$ cat src/usb_irq_consts.vh
// Register map, field positions and reset values for the interrupt enable and wakeup status bank
`ifndef USB_IRQ_CONSTS_VH
`define USB_IRQ_CONSTS_VH

// ------------------------------------------------------------
// Register offsets (byte addresses)
// ------------------------------------------------------------
`define OFS_SRC_ENABLES   8'h98
`define OFS_TX_TUNING     8'h9C
`define OFS_WAKE_STATUS   8'hA8
`define OFS_IRQ_STATUS    8'hC0
`define OFS_IRQ_ENABLE    8'hC4
`define OFS_IRQ_CLEAR     8'hC8

// ------------------------------------------------------------
// Field positions
// ------------------------------------------------------------
`define BIT_ALWAYS_ON     31
`define BIT_TX_OFF        19
`define BIT_RX_OFF        18
`define BIT_PHY           17
`define BIT_DATA_PORT     16
`define BIT_MAC_FAULT     15
`define BIT_UNDERRUN      14
`define BIT_OVERRUN       13
`define BIT_FRAME_PEND    12
`define GPIO_COUNT        12
`define BIT_DEV_WAKE      20
`define BIT_FUNC_WAKE     19
`define BIT_DEV_WAKE_CHG  4
`define BIT_FUNC_WAKE_CHG 3
`define TUNING_WIDTH      7

// ------------------------------------------------------------
// Reset values and masks
// ------------------------------------------------------------
`define SRC_ENABLE_MASK   32'h800F_FFFF
`define SRC_ENABLE_RESET  32'h0000_0000
`define TUNING_ZERO       7'h00
`define IRQ_COUNT         2

`endif

$ cat src/usb_irq_enable_and_wakeup_status.v
// Interrupt source enables, transmit tuning and wakeup status registers on Avalon-MM
//
// The implementer's own choice: the Avalon-MM register port.
`timescale 1ns/1ns
`include "usb_irq_consts.vh"

module usb_irq_enable_and_wakeup_status
(
   // Clock and reset
   input  wire        mclk,
   input  wire        resetn,
   // Avalon-MM slave
   input  wire [7:0]  address,
   input  wire        read,
   input  wire        write,
   input  wire [3:0]  byteenable,
   input  wire [31:0] writedata,
   output reg  [31:0] readdata,
   output wire        waitrequest,
   // Event sources from the device core
   input  wire        transmitterOffEvent,
   input  wire        receiverOffEvent,
   input  wire        phyEvent,
   input  wire        dataPortEvent,
   input  wire        macFaultEvent,
   input  wire        txUnderrunEvent,
   input  wire        txOverrunEvent,
   input  wire        frameePendingEvent,
   input  wire [11:0] gpioEvent,
   // Interrupt endpoint packet timing
   input  wire        intervalTick,
   output reg         sendIntPacket,
   output wire [31:0] gatedSources,
   output wire        usbStatusIrq,
   // Wakeup state from the USB device core
   input  wire        deviceWakeupEnabled,
   input  wire        functionWakeupCapable,
   // Tuning image load and restore
   input  wire        imageLoad,
   input  wire        eepromPresent,
   input  wire [6:0]  eepromTuning,
   input  wire        otpProgrammed,
   input  wire [6:0]  otpTuning,
   input  wire        usbReset,
   input  wire        liteReset,
   // Transmit tuning to the serdes
   output wire        txSwing,
   output wire [2:0]  txMargin,
   output wire [1:0]  txDeemphasis,
   output wire        elasticityBufferMode,
   // Block interrupt
   output wire        irq
);

   // ------------------------------------------------------------
   // Registers
   // ------------------------------------------------------------
   reg  [31:0] srcEnable_reg;
   reg  [6:0]  tuning_reg;
   reg  [6:0]  image_reg;
   reg         devWakeChg_reg;
   reg         funcWakeChg_reg;
   reg  [1:0]  devWakeSync_reg;
   reg  [1:0]  funcWakeSync_reg;
   reg         devWakePrev_reg;
   reg         funcWakePrev_reg;
   reg  [1:0]  irqStatus_reg;
   reg  [1:0]  irqEnable_reg;
   reg         readDone_reg;

   wire        wrEn;
   wire        devWakeNow;
   wire        funcWakeNow;
   wire        devWakeEdge;
   wire        funcWakeEdge;
   wire [31:0] eventVec;
   wire [31:0] wakeStatus;
   wire [6:0]  loadImage;
   wire [31:0] byteMask;
   wire [1:0]  irqEvents;
   wire        anyEnabledEvent;
   wire        packetCause;
   wire        wrSrcEnable;
   wire        wrTuning;
   wire        wrWakeStatus;
   wire        wrIrqEnable;
   wire        wrIrqClear;
   wire [31:0] srcEnable_next;

   // Next values of the clocked registers
   reg         devWakeChg_next;
   reg         funcWakeChg_next;
   reg  [6:0]  tuning_next;
   reg  [6:0]  image_next;
   reg  [1:0]  irqStatus_next;
   reg  [31:0] readdata_next;

   // Writes finish in one cycle; reads wait one cycle for registered data
   assign waitrequest = read & ~readDone_reg;
   assign wrEn        = write;
   assign byteMask    = {{8{byteenable[3]}}, {8{byteenable[2]}},
                         {8{byteenable[1]}}, {8{byteenable[0]}}};

   // ------------------------------------------------------------
   // Register decode
   // ------------------------------------------------------------
   // Narrow registers live in lane 0, so only the enables look at all lanes
   assign wrSrcEnable  = wrEn & (address == `OFS_SRC_ENABLES);
   assign wrTuning     = wrEn & (address == `OFS_TX_TUNING) & byteenable[0];
   assign wrWakeStatus = wrEn & (address == `OFS_WAKE_STATUS) & byteenable[0];
   assign wrIrqEnable  = wrEn & (address == `OFS_IRQ_ENABLE) & byteenable[0];
   assign wrIrqClear   = wrEn & (address == `OFS_IRQ_CLEAR) & byteenable[0];

   // ------------------------------------------------------------
   // Event gating
   // ------------------------------------------------------------
   // Event vector lines up bit for bit with the enable register
   assign eventVec = {12'h000,
                      transmitterOffEvent,
                      receiverOffEvent,
                      phyEvent,
                      dataPortEvent,
                      macFaultEvent,
                      txUnderrunEvent,
                      txOverrunEvent,
                      frameePendingEvent,
                      gpioEvent};

   // Per-bit gate; a zero enable blocks its event
   genvar gi;
   generate
      for (gi = 0; gi < 20; gi = gi + 1)
      begin : gateBit
         assign gatedSources[gi] = eventVec[gi] & srcEnable_reg[gi];
      end
   endgenerate
   assign gatedSources[31:20] = 12'h000;
   assign anyEnabledEvent     = |gatedSources;

   // Always-on forces a packet even when no enabled source fired
   assign packetCause = srcEnable_reg[`BIT_ALWAYS_ON] | anyEnabledEvent;

   // One packet per interval, and only when there is a cause
   always @(posedge mclk or negedge resetn)
   begin
      if (!resetn)
         sendIntPacket <= 1'b0;
      else
         sendIntPacket <= intervalTick & packetCause;
   end

   // ------------------------------------------------------------
   // Wakeup state synchronisers and change detection
   // ------------------------------------------------------------
   // Core state may come from the USB clock, so two stages first
   always @(posedge mclk or negedge resetn)
   begin
      if (!resetn)
      begin
         devWakeSync_reg  <= 2'b00;
         funcWakeSync_reg <= 2'b00;
      end
      else
      begin
         devWakeSync_reg  <= {devWakeSync_reg[0], deviceWakeupEnabled};
         funcWakeSync_reg <= {funcWakeSync_reg[0], functionWakeupCapable};
      end
   end

   // Last synchronised level; reset matches the idle pin, so no false edge
   always @(posedge mclk or negedge resetn)
   begin
      if (!resetn)
      begin
         devWakePrev_reg  <= 1'b0;
         funcWakePrev_reg <= 1'b0;
      end
      else
      begin
         devWakePrev_reg  <= devWakeNow;
         funcWakePrev_reg <= funcWakeNow;
      end
   end

   assign devWakeNow   = devWakeSync_reg[1];
   assign funcWakeNow  = funcWakeSync_reg[1];
   assign devWakeEdge  = devWakeNow ^ devWakePrev_reg;
   assign funcWakeEdge = funcWakeNow ^ funcWakePrev_reg;

   // Next flag values; a new change beats a same-cycle clear
   always @*
   begin
      devWakeChg_next  = devWakeChg_reg;
      funcWakeChg_next = funcWakeChg_reg;
      if (devWakeEdge)
         devWakeChg_next = 1'b1;
      else if (wrWakeStatus && writedata[`BIT_DEV_WAKE_CHG])
         devWakeChg_next = 1'b0;
      if (funcWakeEdge)
         funcWakeChg_next = 1'b1;
      else if (wrWakeStatus && writedata[`BIT_FUNC_WAKE_CHG])
         funcWakeChg_next = 1'b0;
   end

   // Sticky change flags, cleared only by power-on reset or software
   always @(posedge mclk or negedge resetn)
   begin
      if (!resetn)
      begin
         devWakeChg_reg  <= 1'b0;
         funcWakeChg_reg <= 1'b0;
      end
      else
      begin
         devWakeChg_reg  <= devWakeChg_next;
         funcWakeChg_reg <= funcWakeChg_next;
      end
   end

   // Status view: change bits low, live mirrors high
   assign wakeStatus = {11'h000,
                        devWakeNow,
                        funcWakeNow,
                        14'h0000,
                        devWakeChg_reg,
                        funcWakeChg_reg,
                        3'b000};
   assign usbStatusIrq = |wakeStatus[15:0];

   // ------------------------------------------------------------
   // Transmit tuning with image restore
   // ------------------------------------------------------------
   // EEPROM wins over OTP; an unprogrammed OTP gives zero
   assign loadImage = eepromPresent ? eepromTuning :
                      (otpProgrammed ? otpTuning : `TUNING_ZERO);

   // Load beats restore, and restore beats a software write
   always @*
   begin
      image_next  = image_reg;
      tuning_next = tuning_reg;
      if (imageLoad)
      begin
         image_next  = loadImage;
         tuning_next = loadImage;
      end
      else if (usbReset || liteReset)
         tuning_next = image_reg;
      else if (wrTuning)
         tuning_next = writedata[6:0];
   end

   // Only the power-on reset clears these; USB and lite resets restore
   always @(posedge mclk or negedge resetn)
   begin
      if (!resetn)
      begin
         image_reg  <= `TUNING_ZERO;
         tuning_reg <= `TUNING_ZERO;
      end
      else
      begin
         image_reg  <= image_next;
         tuning_reg <= tuning_next;
      end
   end

   assign txSwing              = tuning_reg[6];
   assign txMargin             = tuning_reg[5:3];
   assign txDeemphasis         = tuning_reg[2:1];
   assign elasticityBufferMode = tuning_reg[0];

   // ------------------------------------------------------------
   // Source enables and block interrupt registers
   // ------------------------------------------------------------
   // Lanes merge into the old value; reserved bits stay zero
   assign srcEnable_next = ((srcEnable_reg & ~byteMask) | (writedata & byteMask))
                           & `SRC_ENABLE_MASK;

   // Enables are plain read/write and clear on power-on reset only
   always @(posedge mclk or negedge resetn)
   begin
      if (!resetn)
         srcEnable_reg <= `SRC_ENABLE_RESET;
      else if (wrSrcEnable)
         srcEnable_reg <= srcEnable_next;
   end

   // Block interrupt: bit 0 wakeup change, bit 1 enabled source event
   assign irqEvents = {anyEnabledEvent, devWakeEdge | funcWakeEdge};

   // Set beats clear in the same cycle, so no event is lost
   always @*
   begin
      irqStatus_next = irqStatus_reg | irqEvents;
      if (wrIrqClear)
         irqStatus_next = (irqStatus_reg & ~writedata[1:0]) | irqEvents;
   end

   // Enable and sticky status of the block interrupt
   always @(posedge mclk or negedge resetn)
   begin
      if (!resetn)
      begin
         irqStatus_reg <= 2'b00;
         irqEnable_reg <= 2'b00;
      end
      else
      begin
         if (wrIrqEnable)
            irqEnable_reg <= writedata[1:0];
         irqStatus_reg <= irqStatus_next;
      end
   end

   assign irq = |(irqStatus_reg & irqEnable_reg);

   // ------------------------------------------------------------
   // Read path
   // ------------------------------------------------------------
   // Read mux; unmapped addresses and the write-only clear read zero
   always @*
   begin
      readdata_next = 32'h0000_0000;
      case (address)
         `OFS_SRC_ENABLES: readdata_next = srcEnable_reg;
         `OFS_TX_TUNING:   readdata_next = {25'h000_0000, tuning_reg};
         `OFS_WAKE_STATUS: readdata_next = wakeStatus;
         `OFS_IRQ_STATUS:  readdata_next = {30'h0000_0000, irqStatus_reg};
         `OFS_IRQ_ENABLE:  readdata_next = {30'h0000_0000, irqEnable_reg};
         default:          readdata_next = 32'h0000_0000;
      endcase
   end

   // Registered read data costs one wait state but keeps the bus glitch free
   always @(posedge mclk or negedge resetn)
   begin
      if (!resetn)
      begin
         readdata     <= 32'h0000_0000;
         readDone_reg <= 1'b0;
      end
      else
      begin
         readDone_reg <= read & ~readDone_reg;
         readdata     <= readdata_next;
      end
   end

endmodule // usb_irq_enable_and_wakeup_status

$ cat config.mk
export PLATFORM = sky130hd
export DESIGN_NAME = usb_irq_enable_and_wakeup_status
export DESIGN_NICKNAME = d
export VERILOG_FILES = /design/src/usb_irq_enable_and_wakeup_status.v
export VERILOG_INCLUDE_DIRS = /design/src
export SDC_FILE = /design/constraint.sdc
export NUM_CORES = 1
export LEC_CHECK = 0
export BUFFER_PORTS_ARGS = -buffer_cell sky130_fd_sc_hd__buf_2
export CORE_ASPECT_RATIO = 0.7
export CORE_MARGIN = 2
export CORE_UTILIZATION = 35
export CTS_CLUSTER_SIZE = 40
export DETAILED_ROUTE_END_ITERATION = 6
export GPL_TIMING_DRIVEN = 0
export RECOVER_POWER = 50
export SYNTH_ARGS = -nofsm -noshare
export SYNTH_HDL_FRONTEND = slang
export SYNTH_SLANG_ARGS = --single-unit
$ cat constraint.sdc
create_clock -name mclk -period 1.7 [get_ports mclk]
set_input_delay 0.34 -clock mclk [delete_from_list [all_inputs] [get_ports mclk]]
set_output_delay 0.34 -clock mclk [all_outputs]
set_load 0.01 [all_outputs]
==> out/metrics.cfg, run 1 <==
[synth]
synth-simple-area-share = 0.175
synth_edf_count = 0
netlist.area_leader.share = 0.541
synth-compound-area-share = 0.0917
synth_common_cells = 71 x dfrtp_1, 34 x and2_1, 25 x nand2_1, 22 x buf_4, 22 x mux2_2
synth_fa_ha_area_frac = 0
synthXorXnorAreaFrac = 0.00533
yosys.area.top_type = dfrtp_1
yosysWarnings = 0
yosysMostFrequentCell = dfrtp_1
syn-cell-area_um2 = 3290
syn_area_per_cell_um2 = 12.0
synth_area_leaders = dfrtp_1 54%, mux2_2 7.5%, and2_1 6.5%
synth_seq_cells = 71
synthCells = 275
async_flop_share = 1.00
ys.flop_type = dfrtp_1
yosysSeqAreaShare = 0.541
muxShareOfSynthArea = 0.118
synth_top_family_by_area = simple AND/OR/NAND/NOR gates
synth_cell_types = 42

[finish]
fin_cells = 568
syn_to_final_growth_pct = 36.9
fill_cells = 876
nets = 529
ff_latch_area_um2 = 1780
num_antenna_cells = 0
drive_above_1_share = 0.462
multi_input_area_um2 = 1390

[sta]
period_minus_slack_ns = 1.64
maxSlewViolCount = 0
tns_ns = 0
period_share = 0.967
skew_ns = 0.00291
clock.fmax_mhz = 608
hold_violations = 0
timing.hold.ws_ns = 0.121
rsz0062_at_grt = false
setup_violations = 0
slew_headroom = 0.354
worstMarginPinSlew_ns = 0.969

[route]
routed_wl_mm = 8.14
first_iter_violations = 115
vias = 2507
avgViaCountPerCell = 4.41
ant_nets = 0
drt_first_pass_iters = 4
wl_per_cell_um = 14.3
drc = 0

[hold_path]
min_path_type = in -> reg

[power]
switchingPower_mw = 0.976
p_comb_frac = 0.106
p_clk_frac = 0.454
p_per_area_nw_per_um2 = 908
power_frac_seq = 0.440
leakage_nw = 2.34
power.share.switching = 0.239
p_total_mw = 4.08
internal-power_mw = 3.11
ir_drop_uv = 653

[die]
die_w_um = 120
pin_count = 165
start_util = 0.361
die_h_um = 85.1
rows = 29
fp.coreArea_um2 = 9110
die_area_um2 = 10200

[clock_tree]
clock_latency_ns = 0.32
cts_sinks = 71
clkTransAtPathRegs_ns = 0.06
htreeDepth = 3
numCtsBuffers = 9
clockBufferDepth = 2
clockRootBuffer = clkbuf_16
cts_tree = yes

[global_routing]
gr-usage-all-layers = 0.165
antenna_found_initial = 0
grt_pass1_vias = 2533
grt_pass1_wl_mm = 12.7
grt_max_degree = 72
overflow = 0

[job]
drv_cap = 0

[critical_path]
crit_required_ns = 1.91
path_class = in -> reg
end_kind = flip-flop
cp_max_fo = 8
cp.arrival_ns = 1.85
start_kind = input port

[place]
place_inst = 552
dp_hpwl_mm = 6.31
portBuffers = 131
gp_congestion = 0.751

[outcome]
outcome = finished clean

[layer usage]
layer  share of wire  wire length, µm  global-route usage  vias up
met1            0.49             4020               0.233     1163
met5               0                0                   0        -
met4          0.0048               39              0.0353        0
met3           0.062              502              0.0511        4
li1                -                -                   -     1253
met2            0.44             3580               0.250       87
[layout by cell type (no fill, tap or decap), types with 2 or more instances in the layout]
master      instances
buf_2             119
dfrtp_1            71
and2_1             34
nand2_1            25
mux2_2             22
buf_4              22
conb_1             22
clkbuf_1           17
o21ai_0            14
clkbuf_16           9
mux2_4              8
nor2_1              6
o211ai_1            6
o21a_1              6
a22o_1              5
nand3_1             5
inv_1               4
nor3_1              3
or2_2               3
clkinvlp_4          3
xor2_1              2
nor4_4              2
a222oi_1            2
mux2i_1             2
a221o_1             2
nor4_1              2
a31oi_1             2
a21o_1              2
clkbuf_4            2
[repair_timing]
action                     4_1_cts  5_1_grt
hold buffers                     0        0
cloned                           0        0
setup endpoints to repair        2       17
pin swaps                        0        2
setup buffers                    0        0
gates resized for setup          1        4
[per-stage QoR]
step	utilization	area, µm²	setup WS [ns]
2_1_floorplan	-	3370	-0.0961
3_3_place_gp	0.459	4180	-0.331
3_5_place_dp	0.463	4210	-0.334
4_1_cts	0.496	4520	0.00167
5_1_grt	0.494	4500	0.00843
6_report	0.494	4500	0.0559
[worst max-delay path, cell delays in order]
cell and delay, ns:
buf_2 0.14, or4b_4 0.57, nor2_8 0.15, and3_4 0.21
buf_12 0.13, mux2_4 0.30
[layout make-up]
type,count,area share
Clock inverter,6,0.0156
Tap cell,124,0.0345
Multi-Input combinational cell,192,0.310
Clock buffer,10,0.0509
Inverter,4,0.00334
Sequential cell,71,0.395
Timing Repair Buffer,132,0.145
Buffer,29,0.0467
[worst paths after layout]
path                                                from                             to  slack, ns  cells after the start
max reg2reg                                    flip-flop        sendIntPacket$_DFF_PN0_       0.08                      4
min in group asynchronous                         resetn       image_reg[2]$_DFFE_PN0P_       0.29                      2
max in group asynchronous                         resetn     devWakeChg_reg$_DFFE_PN0P_       0.77                      2
min                                functionWakeupCapable  funcWakeSync_reg[0]$_DFF_PN0_       0.12                      1
min reg2reg                funcWakeSync_reg[0]$_DFF_PN0_  funcWakeSync_reg[1]$_DFF_PN0_       0.35                      0
max                                           address[2]                      flip-flop       0.06                      6
[power groups by stage]
stage	Clock, mW	Sequential (mW)	Combinational [mW]
2_1_floorplan	0	1.83	0.204
3_3_place_gp	0	1.83	0.421
3_5_place_dp	0	1.83	0.436
4_1_cts	1.90	1.80	0.440
5_1_grt	1.97	1.81	0.484
6_report	1.85	1.80	0.432
[cell families after synthesis]
kind of cell / count (synthesis)
buffers and inverters: 33
AOI/OAI and AO/OA: 42
xor gates and xnor gates: 2
muxes: 32
DFF: 71
and+or+nand+nor: 94
other: 1
Power figures use the tool's default switching activity.
==> run 2: changes to the inputs <==
- ABC_AREA: unset -> 1
- SKIP_LAST_GASP: unset -> 1
==> run 2 against run 1 <==
  * Setup slack gained 0.13 ns
  * Utilization decreased by 1.8 points
  * Clock skew hardly changed
  * Sequential share of layout area is 0.53 points lower
  * Global-route usage grew 1.1 points
  * Total power decreased by 3.4%
  * Fmax increased by 8.7%
  * Largest cell class unchanged
  * Largest power group is now sequential cells
==> out/metrics.cfg, run 2 <==
[outcome]
outcome = finished clean  ; unchanged

[clock_tree]
post-cts-setup-buffers = 0  ; unchanged
numCtsBuffers = 9  ; unchanged
clockBufferDepth = 2  ; unchanged
clock_latency_ns = 0.33  ; was 0.32 ns
cts_resized = 0  ; was 1
postCtsHoldBufs = 0  ; unchanged
cts_tree = yes  ; unchanged
clockRootBuffer = clkbuf_16  ; unchanged
clkTransAtPathRegs_ns = 0.05  ; was 0.06 ns
htreeDepth = 3  ; unchanged
cts_sinks = 71  ; unchanged

[place]
dp_hpwl_mm = 6.94  ; was 6.31 mm
dp_slack_ns = -0.0341  ; was -0.334 ns
gp_congestion = 0.800  ; was 0.751
placed_cell_area_um2 = 4290  ; was 4210 µm²
place_inst = 704  ; was 552
portBuffers = 129  ; was 131

[synth]
synth_cell_types = 27  ; was 42
yosysSeqAreaShare = 0.522  ; was 0.541
ys.flop_type = dfrtp_1  ; unchanged
synth_common_cells = 142 x nand2_1, 71 x dfrtp_1, 56 x inv_1, 48 x nand3_1, 23 x buf_4  ; was 71 x dfrtp_1, 34 x and2_1, 25 x nand2_1, 22 x buf_4, 22 x mux2_2
yosys.area.top_type = dfrtp_1  ; unchanged
async_flop_share = 1.00  ; unchanged
synth_area_leaders = dfrtp_1 52%, nand2_1 16%, nand3_1 7.1%  ; was dfrtp_1 54%, mux2_2 7.5%, and2_1 6.5%
yosysMostFrequentCell = nand2_1  ; was dfrtp_1
synth_seq_cells = 71  ; unchanged
syn_area_per_cell_um2 = 7.99  ; was 12.0 µm²
netlist.area_leader.share = 0.522  ; was 0.541
synthCells = 426  ; was 275
yosysWarnings = 0  ; unchanged
synth_edf_count = 0  ; unchanged
syn-cell-area_um2 = 3400  ; was 3290 µm²

[global_routing]
gr-usage-all-layers = 0.176  ; was 0.165
grt_max_degree = 72  ; unchanged
antenna_found_initial = 0  ; unchanged
grt_pass1_wl_mm = 14.2  ; was 12.7 mm
grt_pass1_vias = 2942  ; was 2,533
overflow = 0  ; unchanged

[finish]
nets = 677  ; was 529
layout_common_cells = 142 x nand2_1, 125 x buf_2, 71 x dfrtp_1  ; was 119 x buf_2, 71 x dfrtp_1, 34 x and2_1
fin_cells = 720  ; was 568
syn_to_final_growth_pct = 34.0  ; was 36.9%
drive_above_1_share = 0.297  ; was 0.462
fin_area_um2 = 4560  ; was 4500 µm²
num_antenna_cells = 0  ; unchanged
final_common_cell = nand2_1  ; was buf_2

[die]
die_w_um = 122  ; was 120 µm
die_area_um2 = 10500  ; was 10,200 µm²
rows = 30  ; was 29
start_util = 0.356  ; was 0.361
pin_count = 165  ; unchanged
die_h_um = 86.5  ; was 85.1 µm
fp.coreArea_um2 = 9570  ; was 9110 µm²

[route]
vias = 3174  ; was 2,507
routed_wl_mm = 8.78  ; was 8.14 mm
avgViaCountPerCell = 4.41  ; about the same
drc = 0  ; unchanged
wl_per_cell_um = 12.2  ; was 14.3 µm
ant_nets = 0  ; unchanged
drt_first_pass_iters = 4  ; unchanged
first_iter_violations = 215  ; was 115

[sta]
clock.fmax_mhz = 661  ; was 608 MHz
setup_violations = 0  ; unchanged
period_minus_slack_ns = 1.51  ; was 1.64 ns
skew_ns = 0.00318  ; was 0.00291 ns
worst_slack_ns = 0.187  ; was 0.0559 ns
timing.hold.ws_ns = 0.118  ; was 0.121 ns
slew_headroom = 0.357  ; was 0.354
rsz0062_at_grt = false  ; unchanged
hold_violations = 0  ; unchanged
maxSlewViolCount = 0  ; unchanged
worstMarginPinSlew_ns = 0.964  ; was 0.969 ns
period_share = 0.890  ; was 0.967

[critical_path]
end_kind = primary output  ; was flip-flop
cp_max_fo = 3  ; was 8
start_kind = flip-flop  ; was input port
path_class = reg -> out  ; was in -> reg
crit_required_ns = 1.36  ; was 1.91 ns
cp.arrival_ns = 1.17  ; was 1.85 ns

[power]
power_frac_seq = 0.456  ; was 0.440
ir_drop_uv = 452  ; was 653 µV
p_clk_frac = 0.432  ; was 0.454
internal-power_mw = 2.99  ; was 3.11 mW
leakage_nw = 2.80  ; was 2.34 nW
p_per_area_nw_per_um2 = 865  ; was 908 nW/µm²
power.share.switching = 0.242  ; was 0.239
p_comb_frac = 0.112  ; was 0.106
switchingPower_mw = 0.955  ; was 0.976 mW

[hold_path]
min_path_type = in -> reg  ; unchanged

[job]
drv_cap = 0  ; unchanged

## run 2: cell types whose count changed in the layout (fill, tap and decap cells not counted), sizes merged, moves of 6 or more
cell | previous run | this run
nor2 | 7 | 25
clkbuf | 29 | 22
a21oi | 0 | 7
o211ai | 6 | 0
buf | 142 | 150
nand4 | 0 | 7
inv | 5 | 57
o21ai | 14 | 20
o21a | 6 | 0
nand2 | 26 | 146
mux2 | 30 | 0
nand3 | 6 | 49
and2 | 34 | 0
## run 2: power by group through the flow
stage / clock network, mW / registers, mW / logic (mW)
global route: 1.85 / 1.81 / 0.501
detailed placement: 0 / 1.83 / 0.444
finish: 1.71 / 1.80 / 0.440
CTS: 1.77 / 1.80 / 0.444
floorplan: 0 / 1.83 / 0.218
global placement: 0 / 1.83 / 0.434
## run 2: area by class of cell
class | count | area, µm²
clock inverter | 4 | 20.0
fill | 969 | 5010
clock buffer | 12 | 256
tap | 128 | 160
multi-input combinational | 287 | 1270
inverter | 58 | 218
sequential | 71 | 1780
timing repair buffer | 129 | 642
buffer | 31 | 213
## run 2: final timing paths
kind                       depth (start not counted)                       endpoint                         start  slack [ns]
max reg2reg                                        8        sendIntPacket$_DFF_PN0_                     flip-flop        0.38
min                                                1  funcWakeSync_reg[0]$_DFF_PN0_         functionWakeupCapable        0.12
min reg2reg                                        0   devWakeSync_reg[1]$_DFF_PN0_  devWakeSync_reg[0]$_DFF_PN0_        0.34
min in group asynchronous                          1         readdata[11]$_DFF_PN0_                        resetn        0.17
max in group asynchronous                          1       image_reg[4]$_DFFE_PN0P_                        resetn        0.89
max                                                2                   usbStatusIrq    devWakeChg_reg$_DFFE_PN0P_        0.19
## run 2: through the flow
step                total power [mW]  utilization  TNS [ns]
floorplan                       2.05            -         0
CTS                             4.02        0.477         0
global route                    4.16        0.476         0
detailed placement              2.27        0.448   -0.0914
global placement                2.26        0.448     -7.11
finish                          3.95        0.476         0
## run 2: cell families (layout without fill, tap and decap cells)
| family | count (synthesis) | in the layout | share of synthesized area |
|---|---|---|---|
| AND/OR/NAND/NOR | 235 | 235 | 0.303 |
| flip-flops | 71 | 71 | 0.522 |
| buffers and inverters | 89 | 234 | 0.126 |
| AO/OA/AOI/OAI | 28 | 28 | 0.0423 |
| other | 1 | 22 | 0.00110 |
| XOR/XNOR | 2 | 2 | 0.00515 |
## run 2: critical path: stages (launching register included)
cell	delay, ns
dfrtp_1	0.39
or2_2	0.32
buf_2	0.14
## run 2: layer usage
| layer | track usage | vias up | part of all wire |
|---|---|---|---|
| met3 | 0.0487 | 9 | 0.071 |
| met2 | 0.265 | 92 | 0.44 |
| met5 | 0 | - | 0 |
| met4 | 0.0418 | 0 | 0.0087 |
| li1 | - | 1607 | - |
| met1 | 0.253 | 1466 | 0.48 |
